### config.mk
export PLATFORM = sky130hd
export DESIGN_NAME = dtcm_timers
export DESIGN_NICKNAME = d
export VERILOG_FILES = /design/src/pkg/dtcm_pkg.sv /design/src/rtl/dtcm_timers.sv /design/src/rtl/dtcm_pin_sync.sv
export SDC_FILE = /design/constraint.sdc
export NUM_CORES = 1
export LEC_CHECK = 0
export BUFFER_PORTS_ARGS = -buffer_cell sky130_fd_sc_hd__buf_2
export CAP_MARGIN = 10
export CORE_MARGIN = 4
export CORE_UTILIZATION = 55
export DETAILED_ROUTE_END_ITERATION = 8
export HOLD_SLACK_MARGIN = 0.12
export PLACE_DENSITY_LB_ADDON = 0.15
export RECOVER_POWER = 100
export SYNTH_ARGS = -nofsm -noshare
export SYNTH_HDL_FRONTEND = slang
export SYNTH_HIERARCHICAL = 1
export SYNTH_SLANG_ARGS = --single-unit
### constraint.sdc
create_clock -name CLOCK_IN -period 5 [get_ports CLOCK_IN]
set_input_delay 0.75 -clock CLOCK_IN [delete_from_list [all_inputs] [get_ports CLOCK_IN]]
set_output_delay 0.75 -clock CLOCK_IN [all_outputs]
set_load 0.005 [all_outputs]
### src/pkg/dtcm_pkg.sv
// package: register map, field positions and timing constants of the dual timer/counter
package dtcm_pkg;
  // ****************************************************************
  // register addresses on the special function register bus
  // ****************************************************************
  localparam logic [7:0] ADDR_RUN_FLAG_CTRL = 8'h88;
  localparam logic [7:0] ADDR_MODE_SELECT = 8'h89;
  localparam logic [7:0] ADDR_COUNT_LOW_ZERO = 8'h8A;
  localparam logic [7:0] ADDR_COUNT_LOW_ONE = 8'h8B;
  localparam logic [7:0] ADDR_COUNT_HIGH_ZERO = 8'h8C;
  localparam logic [7:0] ADDR_COUNT_HIGH_ONE = 8'h8D;
  localparam logic [7:0] MODE_SELECT_RESET = 8'h00;
  localparam logic [7:0] RUN_FLAG_CTRL_RESET = 8'h00;
  localparam logic [7:0] COUNT_RESET = 8'h00;
  // ****************************************************************
  // field positions
  // ****************************************************************
  localparam int GATE_BIT_ONE = 7;
  localparam int FUNC_BIT_ONE = 6;
  localparam int MODE_LSB_ONE = 4;
  localparam int GATE_BIT_ZERO = 3;
  localparam int FUNC_BIT_ZERO = 2;
  localparam int MODE_LSB_ZERO = 0;
  localparam int OVF_FLAG_ONE_BIT = 7;
  localparam int RUN_BIT_ONE_POS = 6;
  localparam int OVF_FLAG_ZERO_BIT = 5;
  localparam int RUN_BIT_ZERO_POS = 4;
  localparam int PRESCALE_BITS = 5;
  // ****************************************************************
  // modes
  // ****************************************************************
  typedef enum logic [1:0] {
    DTCM_MODE_13BIT = 2'b00,
    DTCM_MODE_16BIT = 2'b01,
    DTCM_MODE_RELOAD = 2'b10,
    DTCM_MODE_SPLIT = 2'b11
  } dtcm_mode_t;
  // ****************************************************************
  // timing
  // ****************************************************************
  localparam int OSC_PER_TICK = 12;
  localparam logic [3:0] TICK_DIV_LAST = 4'(OSC_PER_TICK - 1);
endpackage : dtcm_pkg

### src/rtl/dtcm_timers.sv
// module: two 8032-style timer/counters with shared mode and control registers
`timescale 1ns/1ps
module dtcm_timers (
  input wire logic CLOCK_IN,
  input wire logic RST_B_IN,
  input wire logic SFR_WR_IN,
  input wire logic [7:0] SFR_ADDR_IN,
  input wire logic [7:0] SFR_WDATA_IN,
  input wire logic INT_ACK_ZERO_IN,
  input wire logic INT_ACK_ONE_IN,
  input wire logic COUNT_PIN_ZERO_IN,
  input wire logic COUNT_PIN_ONE_IN,
  input wire logic GATE_PIN_ZERO_IN,
  input wire logic GATE_PIN_ONE_IN,
  output logic [7:0] SFR_RDATA_OUT,
  output logic OVERFLOW_FLAG_ZERO_OUT,
  output logic OVERFLOW_FLAG_ONE_OUT,
  output logic BAUD_PULSE_ONE_OUT
);
  // ****************************************************************
  // state
  // ****************************************************************
  typedef struct packed {
    logic [3:0] tick_div;
    // registered so every consumer sees the same one-cycle strobe
    logic tick;
    logic [7:0] mode_select;
    logic run_bit_zero;
    logic run_bit_one;
    logic overflow_flag_zero;
    logic overflow_flag_one;
    logic [7:0] count_low_zero;
    logic [7:0] count_high_zero;
    logic [7:0] count_low_one;
    logic [7:0] count_high_one;
    logic samp_zero;
    logic samp_one;
    logic pend_zero;
    logic pend_one;
    logic [7:0] rdata;
    logic baud_pulse;
  } dtcm_state_t;
  dtcm_state_t st_r;
  dtcm_state_t st_nxt;
  logic pin_c0;
  logic pin_c1;
  logic pin_g0;
  logic pin_g1;
  // ****************************************************************
  // pin synchronisers
  // ****************************************************************
  // the pins are asynchronous; only filtered levels reach the edge logic
  dtcm_pin_sync u_sync_c0 (
    .clk_in(CLOCK_IN),
    .rst_b_in(RST_B_IN),
    .pin_in(COUNT_PIN_ZERO_IN),
    .level_out(pin_c0)
  );
  dtcm_pin_sync u_sync_c1 (
    .clk_in(CLOCK_IN),
    .rst_b_in(RST_B_IN),
    .pin_in(COUNT_PIN_ONE_IN),
    .level_out(pin_c1)
  );
  dtcm_pin_sync u_sync_g0 (
    .clk_in(CLOCK_IN),
    .rst_b_in(RST_B_IN),
    .pin_in(GATE_PIN_ZERO_IN),
    .level_out(pin_g0)
  );
  dtcm_pin_sync u_sync_g1 (
    .clk_in(CLOCK_IN),
    .rst_b_in(RST_B_IN),
    .pin_in(GATE_PIN_ONE_IN),
    .level_out(pin_g1)
  );
  // ****************************************************************
  // helpers
  // ****************************************************************
  function automatic logic gate_ok(input logic run, input logic gate, input logic pin);
    gate_ok = run && (!gate || pin);
  endfunction : gate_ok
  // both timers decode their share of the mode register the same way
  function automatic logic [1:0] mode_field(input logic [7:0] sel, input int lsb);
    mode_field = sel[lsb +: 2];
  endfunction : mode_field
  // counter input: a 1 sample followed by a 0 sample arms one count
  function automatic logic arm_fall(input logic prev, input logic now);
    arm_fall = prev && !now;
  endfunction : arm_fall
  // control byte as the core reads it; external interrupt bits are not kept here
  function automatic logic [7:0] ctrl_byte(input logic f1, input logic r1, input logic f0,
                                           input logic r0);
    logic [7:0] b;
    b = 8'h00;
    b[dtcm_pkg::OVF_FLAG_ONE_BIT] = f1;
    b[dtcm_pkg::RUN_BIT_ONE_POS] = r1;
    b[dtcm_pkg::OVF_FLAG_ZERO_BIT] = f0;
    b[dtcm_pkg::RUN_BIT_ZERO_POS] = r0;
    return b;
  endfunction : ctrl_byte
  // full 16-bit / 13-bit step of one timer; returns {overflow, high, low}
  function automatic logic [16:0] step_wide(input logic [1:0] mode, input logic [7:0] hi,
                                            input logic [7:0] lo);
    logic [16:0] r;
    logic [5:0] pre;
    logic [8:0] h9;
    logic [16:0] w;
    r = {1'b0, hi, lo};
    pre = '0;
    h9 = '0;
    w = '0;
    if (mode == dtcm_pkg::DTCM_MODE_13BIT) begin
      // upper three low-byte bits are left alone: they carry no meaning here
      pre = {1'b0, lo[dtcm_pkg::PRESCALE_BITS-1:0]} + 6'h01;
      h9 = {1'b0, hi} + {8'h00, pre[dtcm_pkg::PRESCALE_BITS]};
      r = {h9[8], h9[7:0], lo[7:dtcm_pkg::PRESCALE_BITS],
           pre[dtcm_pkg::PRESCALE_BITS-1:0]};
    end else if (mode == dtcm_pkg::DTCM_MODE_16BIT) begin
      w = {1'b0, hi, lo} + 17'h00001;
      r = w;
    end else begin
      // reload mode: high byte keeps its preset value
      h9 = {1'b0, lo} + 9'h001;
      r = {h9[8], hi, (h9[8] ? hi : h9[7:0])};
    end
    return r;
  endfunction : step_wide
  // ****************************************************************
  // next state
  // ****************************************************************
  always_comb begin
    logic [1:0] mode0;
    logic [1:0] mode1;
    logic inc0;
    logic inc1;
    logic en0;
    logic en1;
    logic fall0;
    logic fall1;
    logic [16:0] res;
    logic [8:0] b9;
    logic ovf0;
    logic ovf1;
    logic baud;
    st_nxt = st_r;
    mode0 = mode_field(st_r.mode_select, dtcm_pkg::MODE_LSB_ZERO);
    mode1 = mode_field(st_r.mode_select, dtcm_pkg::MODE_LSB_ONE);
    ovf0 = 1'b0;
    ovf1 = 1'b0;
    baud = 1'b0;
    res = '0;
    b9 = '0;
    // divider: one tick every twelve oscillator periods, free of bus activity
    st_nxt.tick = (st_r.tick_div == dtcm_pkg::TICK_DIV_LAST);
    st_nxt.tick_div = st_nxt.tick ? 4'h0 : st_r.tick_div + 4'h1;
    // counter inputs: a 1 sample then a 0 sample, counted on the following tick
    fall0 = 1'b0;
    fall1 = 1'b0;
    if (st_r.tick) begin
      fall0 = st_r.pend_zero;
      fall1 = st_r.pend_one;
      st_nxt.pend_zero = arm_fall(st_r.samp_zero, pin_c0);
      st_nxt.pend_one = arm_fall(st_r.samp_one, pin_c1);
      st_nxt.samp_zero = pin_c0;
      st_nxt.samp_one = pin_c1;
    end
    inc0 = st_r.mode_select[dtcm_pkg::FUNC_BIT_ZERO] ? fall0 : st_r.tick;
    inc1 = st_r.mode_select[dtcm_pkg::FUNC_BIT_ONE] ? fall1 : st_r.tick;
    en0 = gate_ok(st_r.run_bit_zero, st_r.mode_select[dtcm_pkg::GATE_BIT_ZERO],
                  pin_g0);
    en1 = gate_ok(st_r.run_bit_one, st_r.mode_select[dtcm_pkg::GATE_BIT_ONE],
                  pin_g1);
    // timer 0
    if (en0 && inc0) begin
      if (mode0 == dtcm_pkg::DTCM_MODE_SPLIT) begin
        b9 = {1'b0, st_r.count_low_zero} + 9'h001;
        st_nxt.count_low_zero = b9[7:0];
        ovf0 = b9[8];
      end else begin
        res = step_wide(mode0, st_r.count_high_zero, st_r.count_low_zero);
        st_nxt.count_high_zero = res[15:8];
        st_nxt.count_low_zero = res[7:0];
        ovf0 = res[16];
      end
    end
    // split high byte: always tick-driven, steered by timer 1's run bit only
    if (mode0 == dtcm_pkg::DTCM_MODE_SPLIT && st_r.run_bit_one && st_r.tick) begin
      b9 = {1'b0, st_r.count_high_zero} + 9'h001;
      st_nxt.count_high_zero = b9[7:0];
      ovf1 = b9[8];
    end
    // timer 1: mode 11b halts it; while timer 0 is split its run bit is borrowed,
    // so it free-runs for the baud logic and its flag belongs to timer 0's high byte
    if (mode1 != dtcm_pkg::DTCM_MODE_SPLIT && inc1 &&
        (mode0 == dtcm_pkg::DTCM_MODE_SPLIT ||
         en1)) begin
      res = step_wide(mode1, st_r.count_high_one, st_r.count_low_one);
      st_nxt.count_high_one = res[15:8];
      st_nxt.count_low_one = res[7:0];
      baud = res[16];
      if (mode0 != dtcm_pkg::DTCM_MODE_SPLIT) begin
        ovf1 = res[16];
      end
    end
    st_nxt.baud_pulse = baud;
    // flags: set wins over the service clear
    if (INT_ACK_ZERO_IN) begin
      st_nxt.overflow_flag_zero = 1'b0;
    end
    if (INT_ACK_ONE_IN) begin
      st_nxt.overflow_flag_one = 1'b0;
    end
    // ****************************************************************
    // register writes; software writes to count bytes win over counting
    // ****************************************************************
    // a count byte written during a tick takes the written value and that tick is lost
    if (SFR_WR_IN) begin
      unique case (SFR_ADDR_IN)
        dtcm_pkg::ADDR_MODE_SELECT: begin
          st_nxt.mode_select = SFR_WDATA_IN;
        end
        dtcm_pkg::ADDR_RUN_FLAG_CTRL: begin
          // run bits only; counts are untouched when a timer starts
          st_nxt.run_bit_zero = SFR_WDATA_IN[dtcm_pkg::RUN_BIT_ZERO_POS];
          st_nxt.run_bit_one = SFR_WDATA_IN[dtcm_pkg::RUN_BIT_ONE_POS];
        end
        dtcm_pkg::ADDR_COUNT_LOW_ZERO: begin
          st_nxt.count_low_zero = SFR_WDATA_IN;
        end
        dtcm_pkg::ADDR_COUNT_HIGH_ZERO: begin
          st_nxt.count_high_zero = SFR_WDATA_IN;
        end
        dtcm_pkg::ADDR_COUNT_LOW_ONE: begin
          st_nxt.count_low_one = SFR_WDATA_IN;
        end
        dtcm_pkg::ADDR_COUNT_HIGH_ONE: begin
          st_nxt.count_high_one = SFR_WDATA_IN;
        end
        default: begin
        end
      endcase
    end
    // set after the clear so an overflow in the cycle of an ack is never lost
    if (ovf0) begin
      st_nxt.overflow_flag_zero = 1'b1;
    end
    if (ovf1) begin
      st_nxt.overflow_flag_one = 1'b1;
    end
    // ****************************************************************
    // read data, registered; unmapped addresses read zero
    // ****************************************************************
    // counts are read a byte at a time; a carry between the two reads is not caught
    unique case (SFR_ADDR_IN)
      dtcm_pkg::ADDR_MODE_SELECT: st_nxt.rdata = st_r.mode_select;
      dtcm_pkg::ADDR_RUN_FLAG_CTRL: st_nxt.rdata = ctrl_byte(st_r.overflow_flag_one,
        st_r.run_bit_one, st_r.overflow_flag_zero, st_r.run_bit_zero);
      dtcm_pkg::ADDR_COUNT_LOW_ZERO: st_nxt.rdata = st_r.count_low_zero;
      dtcm_pkg::ADDR_COUNT_HIGH_ZERO: st_nxt.rdata = st_r.count_high_zero;
      dtcm_pkg::ADDR_COUNT_LOW_ONE: st_nxt.rdata = st_r.count_low_one;
      dtcm_pkg::ADDR_COUNT_HIGH_ONE: st_nxt.rdata = st_r.count_high_one;
      default: st_nxt.rdata = 8'h00;
    endcase
  end
  // ****************************************************************
  // registers
  // ****************************************************************
  always_ff @(posedge CLOCK_IN) begin
    if (!RST_B_IN) begin
      st_r <= '0;
      // mode and count reset values applied on top of the clear; RUN_FLAG_CTRL_RESET is not applied, run bits and flags stay cleared
      st_r.mode_select <= dtcm_pkg::MODE_SELECT_RESET;
      st_r.count_low_zero <= dtcm_pkg::COUNT_RESET;
      st_r.count_high_zero <= dtcm_pkg::COUNT_RESET;
      st_r.count_low_one <= dtcm_pkg::COUNT_RESET;
      st_r.count_high_one <= dtcm_pkg::COUNT_RESET;
    end else begin
      st_r <= st_nxt;
    end
  end
  assign SFR_RDATA_OUT = st_r.rdata;
  assign OVERFLOW_FLAG_ZERO_OUT = st_r.overflow_flag_zero;
  assign OVERFLOW_FLAG_ONE_OUT = st_r.overflow_flag_one;
  assign BAUD_PULSE_ONE_OUT = st_r.baud_pulse;
endmodule : dtcm_timers

### src/rtl/dtcm_pin_sync.sv
// module: three-stage pin synchroniser with agreement check
`timescale 1ns/1ps
module dtcm_pin_sync (
  input wire logic clk_in,
  input wire logic rst_b_in,
  input wire logic pin_in,
  output logic level_out
);
  typedef struct packed {
    logic s1;
    logic s2;
    logic s3;
    logic lvl;
  } dtcm_sync_t;
  dtcm_sync_t st_r;
  dtcm_sync_t st_nxt;
  always_comb begin
    st_nxt = st_r;
    st_nxt.s1 = pin_in;
    st_nxt.s2 = st_r.s1;
    st_nxt.s3 = st_r.s2;
    // a change only counts once the two late stages agree
    if (st_r.s2 == st_r.s3) begin
      st_nxt.lvl = st_r.s3;
    end
  end
  always_ff @(posedge clk_in) begin
    if (!rst_b_in) begin
      st_r <= '0;
    end else begin
      st_r <= st_nxt;
    end
  end
  assign level_out = st_r.lvl;
endmodule : dtcm_pin_sync

* Yosys cells after proc, flatten, opt, wreduce, memory -nomap -nowiden
Cells that the tools add are included.
** Cells by class
- Equal/unequal tests :: 16
- Reductions and logical operators :: 24
- Multiplexer cells :: 30
- Bitwise gates (word level) :: 1
- $add $sub $neg :: 10
** Operator list (count)
- 2-to-1 mux 8 bit :: 9
- 2-to-1 mux 17 bit :: 4
- equality test 8 bit, second input constant :: 6
- one-hot mux 8 bit (6 select lines) :: 1
- adder 16 x 1 -> 17 bit, second input constant :: 2
- 2-to-1 mux 16 bit :: 2
- 2-to-1 mux 32 bit :: 1
- adder 8 x 1 -> 9 bit, second input constant :: 3
- adder 8 x 1 -> 9 bit :: 2
- 2-to-1 mux 1 bit :: 13
- adder 5 x 1 -> 6 bit, second input constant :: 2
- logical AND 1 bit :: 9
- AND reduction 2 bit :: 3
- adder 4 x 1 -> 4 bit, second input constant :: 1
- equality test 1 bit :: 4
- equality test 2 x 1 -> 1 bit, second input constant :: 2
- equality test 4 bit, second input constant :: 1
- zero test 1 bit :: 4
- zero test 2 bit :: 2
- inequality test 2 bit, second input constant :: 2
- nonzero test 2 bit :: 2
- logical OR 1 bit :: 3
- equality test 2 bit, second input constant :: 1
- OR reduction 2 bit :: 1
- inverter 1 bit :: 1
** Storage, ports and cells
- Output and inout port bits :: 11
- Bits of input ports :: 25
- Register bits after elaboration :: 78
- Word-level logic and storage cells :: 114

* Longest topological paths before layout
Gate-level depths: netlist of run 1.
- Depth in word-level cells :: 9
- Mapped depth :: 10
- Mapped depth without buffers :: 10

* Modules after synthesis
The synthesis of run 1 kept the hierarchy.
** Modules (own cells, without submodules)
- dtcm_timers :: instances 1, cells each 495, seq. area each 1241.2 µm², area an instance 4043.9 µm²
- dtcm_pin_sync :: instances 4, cells each 10, seq. area each 80.1 µm², area an instance 116.4 µm²

* Worst setup path after synthesis of run 1
No wires, ideal clock.
- Path type :: input to register
- Start :: in SFR_ADDR_IN[5]
- End :: reg st_r[29] (netlist bit)
- Slack :: 2768 ps
- Data required time :: 4878 ps
- Setup time :: 122 ps
- Path buffers :: 1
- Data arrival time :: 2110 ps
- Stages :: 6
- Cells stage by stage :: nor4b_2 -> and3b_1 -> buf_6 -> nand4b_1 -> mux2i_1 -> a311o_1
** On the way
- Cells in the longest elaborated chain, start to end :: 3
** RTL lines
- start, declared :: line dtcm_timers.sv:7 : input wire logic [7:0] SFR_ADDR_IN,
- equality test 8 bit :: line dtcm_timers.sv:219 : unique case (SFR_ADDR_IN)
- 2-to-1 mux 8 bit :: line dtcm_timers.sv:219
- 2-to-1 mux 32 bit :: line dtcm_timers.sv:218 : if (SFR_WR_IN) begin
- end signal, assigned :: line dtcm_timers.sv:279 : st_r <= st_nxt;
- end, declared :: line dtcm_timers.sv:43 : dtcm_state_t st_r;
No other way between the ends.
A chain may end at the register's enable or synchronous reset.

* Final worst setup path of run 1
- Start :: in SFR_ADDR_IN[5]
- End :: reg st_r[13] (netlist bit)
The elaborated chain is that of the path after synthesis.

==> impl_metrics.yaml, run 1 <==
status:
  status: "finished, final reports clean"
clocking:
  hold_buffers: 0
  cts_tree: "done"
  cts_buffers: 9
  post_cts_resized: 0
  root_buffer: "clkbuf_8"
  cts_max_path_buffers: 2
  cts.sinks: 78
  clk_pin_slew_ps: 80
  insertion_delay_ps: 350
  cts_setup_buffers: 0
  htree_levels: 3
worst_setup_path:
  ff2ff_path_depth: 5
  cp-startpoint: "SFR_ADDR_IN[5]"
  criticalPathCategory: "primary input to register"
  r2r_end: "st_r[29]"
  path_max_fanout: 16
  startpoint_type: "primary input"
  worstReg2RegStart: "st_r[57]"
  end_kind: "register"
  slowest_delay_ps: 650
  cpMaxStageDelayCell: "nor4b_1"
  path_cells: "buf_2 > nor4b_1 > and3b_1 > nand4_1 > o21ai_0 > a31oi_1"
  reg2reg_slack_ps: 2380
  cp.arrival_ps: 3050
  critical_path_required_ps: 5210
drt:
  finalWirelength_um: 12500
  drt_iter0_drc: 356
  drcViolationCount: 0
  vias: 4204
  ant_nets: 0
  routedWlPerCell_um: 19.3
  viasPerCell: 6.51
  firstDrtPassIters: 5
global_routing:
  grt_max_degree: 55
  grt_pass1_vias: 3761
  grt-ovfl-total: 0
  antenna_found_initial: 0
  grt_first_pass_wirelength_um: 19700
  track_usage_pct: 25.4
synthesis:
  avgSynthCellArea_um2: 8.43
  synth_area_um2: 4510
  ys_seq_area_share_pct: 34.6
  synth-seq-cells: 78
  synthTopCellsByArea: "dfxtp_1 (35%), nand2_1 (4.6%), mux2i_1 (3.6%)"
  syn_nets: 567
  synth_top_cells_by_count: "dfxtp_1 (78), nand2_1 (55), nor2_1 (32)"
  synth_top_area_share_pct: 34.6
  syn_inst: 535
  yosys.area.top_type: "dfxtp_1"
  yosys_warnings: 6
  synth_ff_type: "dfxtp_1"
  synth_edf_count: 0
  ys_types: 71
  synth_async_sr_flop_share_pct: 0
  yosysMostFrequentCell: "dfxtp_1"
timing:
  hold_viol: 0
  setup_viol: 0
  fin_crit_ps: 2840
  rsz0062_at_grt: "false"
  max-slew-margin-rel_pct: 30.0
  drv_slew: 0
  max_freq_ghz: 0.352
  whs_ps: 432
  worst_slew_pin_slew_ps: 1040
  finalSetupTns_ps: 0
  clock_skew_ps: 7.85
  finalCritPeriodShare_pct: 56.9
die:
  die_area_um2: 9710
  die_width_um: 98.5
  rows: 32
  io_pins: 36
  core_um2: 7850
  die_h_um: 98.5
  start_util_pct: 57.5
pwr:
  p_leak_nw: 1.71
  seq_power_share_pct: 54.0
  clock_power_share_pct: 40.7
  power_mw: 1.18
  switchingPower_mw: 0.292
  internal_power_mw: 0.886
  combPwrFrac_pct: 5.3
  irDropWorstVdd_v: 0.000231
  swShare_pct: 24.8
  power_density_nw_per_um2: 248
hold_path:
  hold_end: "u_sync_c0/st_nxt[1]"
  min_path_type: "register to register"
  hold_start: "u_sync_c0/st_nxt[2]"
  min_path_cells: 1
job:
  maxCapViolations: 0
place:
  io_buffers: 35
  globalplace.congestion: 0.919
  place_hpwl_um: 8860
cells_and_area:
  diodes: 0
  drive_gt1_share_pct: 13.2
  syn2layout_area_growth_pct: 5.52
  nNetsFinal: 571
-- state kept, by name (all words and copies together) (netlist names), 2 cells and up --
name and cells:
st_r 51, SFR_RDATA_OUT 8, u_sync_c0/st_nxt 2, u_sync_c1/st_nxt 2
u_sync_g0/st_nxt 2, u_sync_g1/st_nxt 2
-- cell type report --
| type | instances | area (um^2) |
|---|---|---|
| clock buffers | 10 | 128 |
| clock inverters | 6 | 70.1 |
| fillers | 751 | 3090 |
| inverters | 6 | 22.5 |
| multi-input cells | 407 | 2670 |
| flip-flops and latches | 78 | 1560 |
| well taps | 102 | 128 |
| repair buffers | 37 | 184 |
-- critical path: cells and delay by family --
family / cells / cell delay, ps
simple gates: 3 / 1780
compound gates: 2 / 420
buf+inv: 1 / 100
-- cell families (layout without fill, tap and decap cells) --
family / Yosys count / count (layout) / share of synthesized area [%]
simple gates: 228 / 228 / 28.7
compound gates: 137 / 137 / 19.8
flops: 78 / 78 / 34.6
buf+inv: 50 / 59 / 6.13
mux: 26 / 26 / 7.05
xor+xnor: 9 / 9 / 1.75
fa+ha+maj: 7 / 7 / 1.94
-- metrics by stage --
| stage | cell area, um^2 | std cells | utilization (%) | worst slack (ps) |
|---|---|---|---|---|
| 6_report | 4760 | 646 | 60.6 | 2160 |
| 5_1_grt | 4760 | 646 | 60.6 | 1900 |
| 4_1_cts | 4770 | 646 | 60.8 | 2440 |
| 3_5_place_dp | 4570 | 630 | 58.3 | 2090 |
| 3_3_place_gp | 4570 | 630 | 58.3 | 2170 |
| 2_1_floorplan | 4510 | 535 | - | 2770 |
-- layer usage --
metal / wire [um] / up-vias / global-route usage [%]
li1: - / 2003 / -
met1: 5410 / 1987 / 34.5
met2: 5820 / 183 / 40.3
met3: 867 / 31 / 3.96
met4: 396 / 0 / 10.7
met5: 0 / - / 0
-- cell usage in the layout (no fill, tap or decap), drive strengths merged, types with 15 or more instances in the layout --
cell type and count:
nand3 21, nand2 55, nor2 32, and2 19, buf 32, a31oi 17
clkbuf 15, mux2i 16, a21oi 28, o21ai 31, dfxtp 78
-- worst max-delay path by stage --
stage                           to  slack (ps)
final                     st_r[13]        2160
after global routing      st_r[13]        1900
after CTS                 st_r[14]        2440
after detailed placement  st_r[13]        2090
after global placement    st_r[14]        2170
after floorplan           st_r[29]        2770
-- power by group through the flow --
| stage | combinational, mW | clock, mW | sequential [mW] |
|---|---|---|---|
| finish | 0.0624 | 0.480 | 0.636 |
| global route | 0.0680 | 0.516 | 0.638 |
| CTS | 0.0617 | 0.488 | 0.636 |
| detailed placement | 0.0615 | 0 | 0.651 |
| global placement | 0.0597 | 0 | 0.650 |
| floorplan | 0.0377 | 0 | 0.648 |
Note: power is estimated with default switching activity, not from simulation.
==> inputs of run 2 (changes only) <==
CORE_UTILIZATION = 54   (was 55)
clock period = 2.3 ns   (was 5 ns; I/O delays follow)
==> run 2 against run 1 <==
  * Clock power increased by 120%
  * Critical path depth increased by 4
  * Global-route usage increased by 2.0 points
  * Hold slack worse by 250 ps
  * First-iteration DRC count up 35%
  * Utilization shrank 0.64 points
  * Register-to-register slack worse by 2200 ps
==> impl_metrics.yaml, run 2 (same netlist as run 1, synthesis figures left out) <==
timing:
  fin_crit_ps: 2130
  hold_viol: 0
  clock_skew_ps: 11.3
  rsz0062_at_grt: "false"
  setup_viol: 0
  drv_slew: 0
  worst_slew_pin_slew_ps: 910
  whs_ps: 181
  max-slew-margin-rel_pct: 39.4
  finalSetupTns_ps: 0
  finalCritPeriodShare_pct: 92.6
  max_freq_ghz: 0.470
drt:
  viasPerCell: 6.50
  routedWlPerCell_um: 19.6
  firstDrtPassIters: 6
  drt_iter0_drc: 481
  finalWirelength_um: 13100
  vias: 4351
  drcViolationCount: 0
  ant_nets: 0
worst_setup_path:
  worstReg2RegStart: "st_r[22]"
  startpoint_type: "register"
  reg2reg_slack_ps: 170
  ff2ff_path_depth: 10
  path_max_fanout: 5
  criticalPathCategory: "register to register"
  cp-startpoint: "st_r[22]"
  cp-endpoint: "st_r[19]"
  critical_path_required_ps: 2550
  cp.arrival_ps: 2380
  end_kind: "register"
  r2r_end: "st_r[19]"
pwr:
  power_density_nw_per_um2: 523
  p_leak_nw: 1.80
  irDropWorstVdd_v: 0.000291
hold_path:
  min_path_type: "primary input to register"
cells_and_area:
  final_cell_mix: "dfxtp_1 (78), nand2_1 (55), nor2_1 (32), buf_2 (31), a21oi_1 (28)"
  diodes: 0
  syn2layout_area_growth_pct: 8.77
  stdcell_count: 669
  max_flop_register: "st_r"
  final_util_pct: 60.0
  mostFrequentLayoutCell: "dfxtp_1"
  nNetsFinal: 591
  drive_gt1_share_pct: 15.8
  final_area_um2: 4900
  largest_register_ffs: 51
job:
  maxCapViolations: 0
place:
  io_buffers: 35
  placed_area_um2: 4740
  place_hpwl_um: 9420
  dp_cells: 653
  globalplace.congestion: 0.954
die:
  die_h_um: 99.4
  io_pins: 36
  start_util_pct: 55.2
  core_um2: 8180
  die_width_um: 99.4
  rows: 33
  die_area_um2: 9880
global_routing:
  antenna_found_initial: 0
  track_usage_pct: 27.4
  grt-ovfl-total: 0
  grt_max_degree: 27
  grt_first_pass_wirelength_um: 21400
  grt_pass1_vias: 4020
clocking:
  root_buffer: "clkbuf_8"
  clk_pin_slew_ps: 100
  cts.sinks: 78
  cts_setup_buffers: 0
  htree_levels: 3
  cts_buffers: 9
  cts_max_path_buffers: 2
  insertion_delay_ps: 360
  cts_tree: "done"
status:
  status: "finished, final reports clean"
-- run 2: cell count changes in the layout (fill, tap and decap cells not counted), sizes merged --
cell      previous run  this run
buf                 32        46
clkbuf              15        20
inv                  7        12
clkinvlp             3         0
bufinv               1         0
-- run 2: power by group --
part / switching (mW) / internal, mW / total [mW]
clock network: 0.611 / 0.431 / 1.04
logic: 0.0884 / 0.0536 / 0.142
registers: 0.0162 / 1.37 / 1.38
total: 0.715 / 1.85 / 2.57
-- run 2: worst min-delay path by stage --
stage / from / depth (start not counted) / endpoint / slack, ps
6_report: GATE_PIN_ONE_IN / 2 / u_sync_g1/st_nxt[2] / 180
4_1_cts: COUNT_PIN_ONE_IN / 2 / u_sync_c1/st_nxt[2] / 170
5_1_grt: COUNT_PIN_ZERO_IN / 2 / u_sync_c0/st_nxt[2] / 180
2_1_floorplan: u_sync_c0/st_nxt[2] / 1 / u_sync_c0/st_nxt[1] / 410
3_3_place_gp: u_sync_c0/st_nxt[2] / 1 / u_sync_c0/st_nxt[1] / 410
3_5_place_dp: u_sync_c0/st_nxt[2] / 1 / u_sync_c0/st_nxt[1] / 410
-- run 2: cell type report --
| cell class | instances | area [um^2] |
|---|---|---|
| Fill cell | 780 | 3270 |
| Multi-Input combinational cell | 407 | 2670 |
| Sequential cell | 78 | 1560 |
| Timing Repair Buffer | 57 | 323 |
| Tap cell | 105 | 131 |
| Clock buffer | 9 | 124 |
| Clock inverter | 7 | 68.8 |
| Inverter | 6 | 22.5 |
-- run 2: worst max-delay path, stage by stage, from the launching register on --
cell	delay, ps
dfxtp_1	410
and4_1	340
nand2_1	130
inv_1	80
ha_1	150
ha_1	170
nor2b_1	130
a31oi_1	90
nor4b_2	290
xnor2_1	150
a21oi_1	80
-- run 2: what timing repair did --
action	4_1_cts	5_1_grt
hold buffers	0	0
resized for setup	0	2
endpoints found under the setup margin	0	1
-- run 2: routing by layer --
metal | track usage, % | routed length, um | share of wire (%)
met3 | 5.19 | 1160 | 8.8
met5 | 0 | 0 | 0
met1 | 36.0 | 5280 | 40
met2 | 44.5 | 6310 | 48
met4 | 10.9 | 368 | 2.8
-- run 2: stage by stage --
step	setup WS, ps	total power [mW]
after floorplan	380	1.49
after detailed placement	174	1.56
after CTS	157	2.59
final	171	2.57
after global placement	265	1.56
after global routing	6.33	2.67
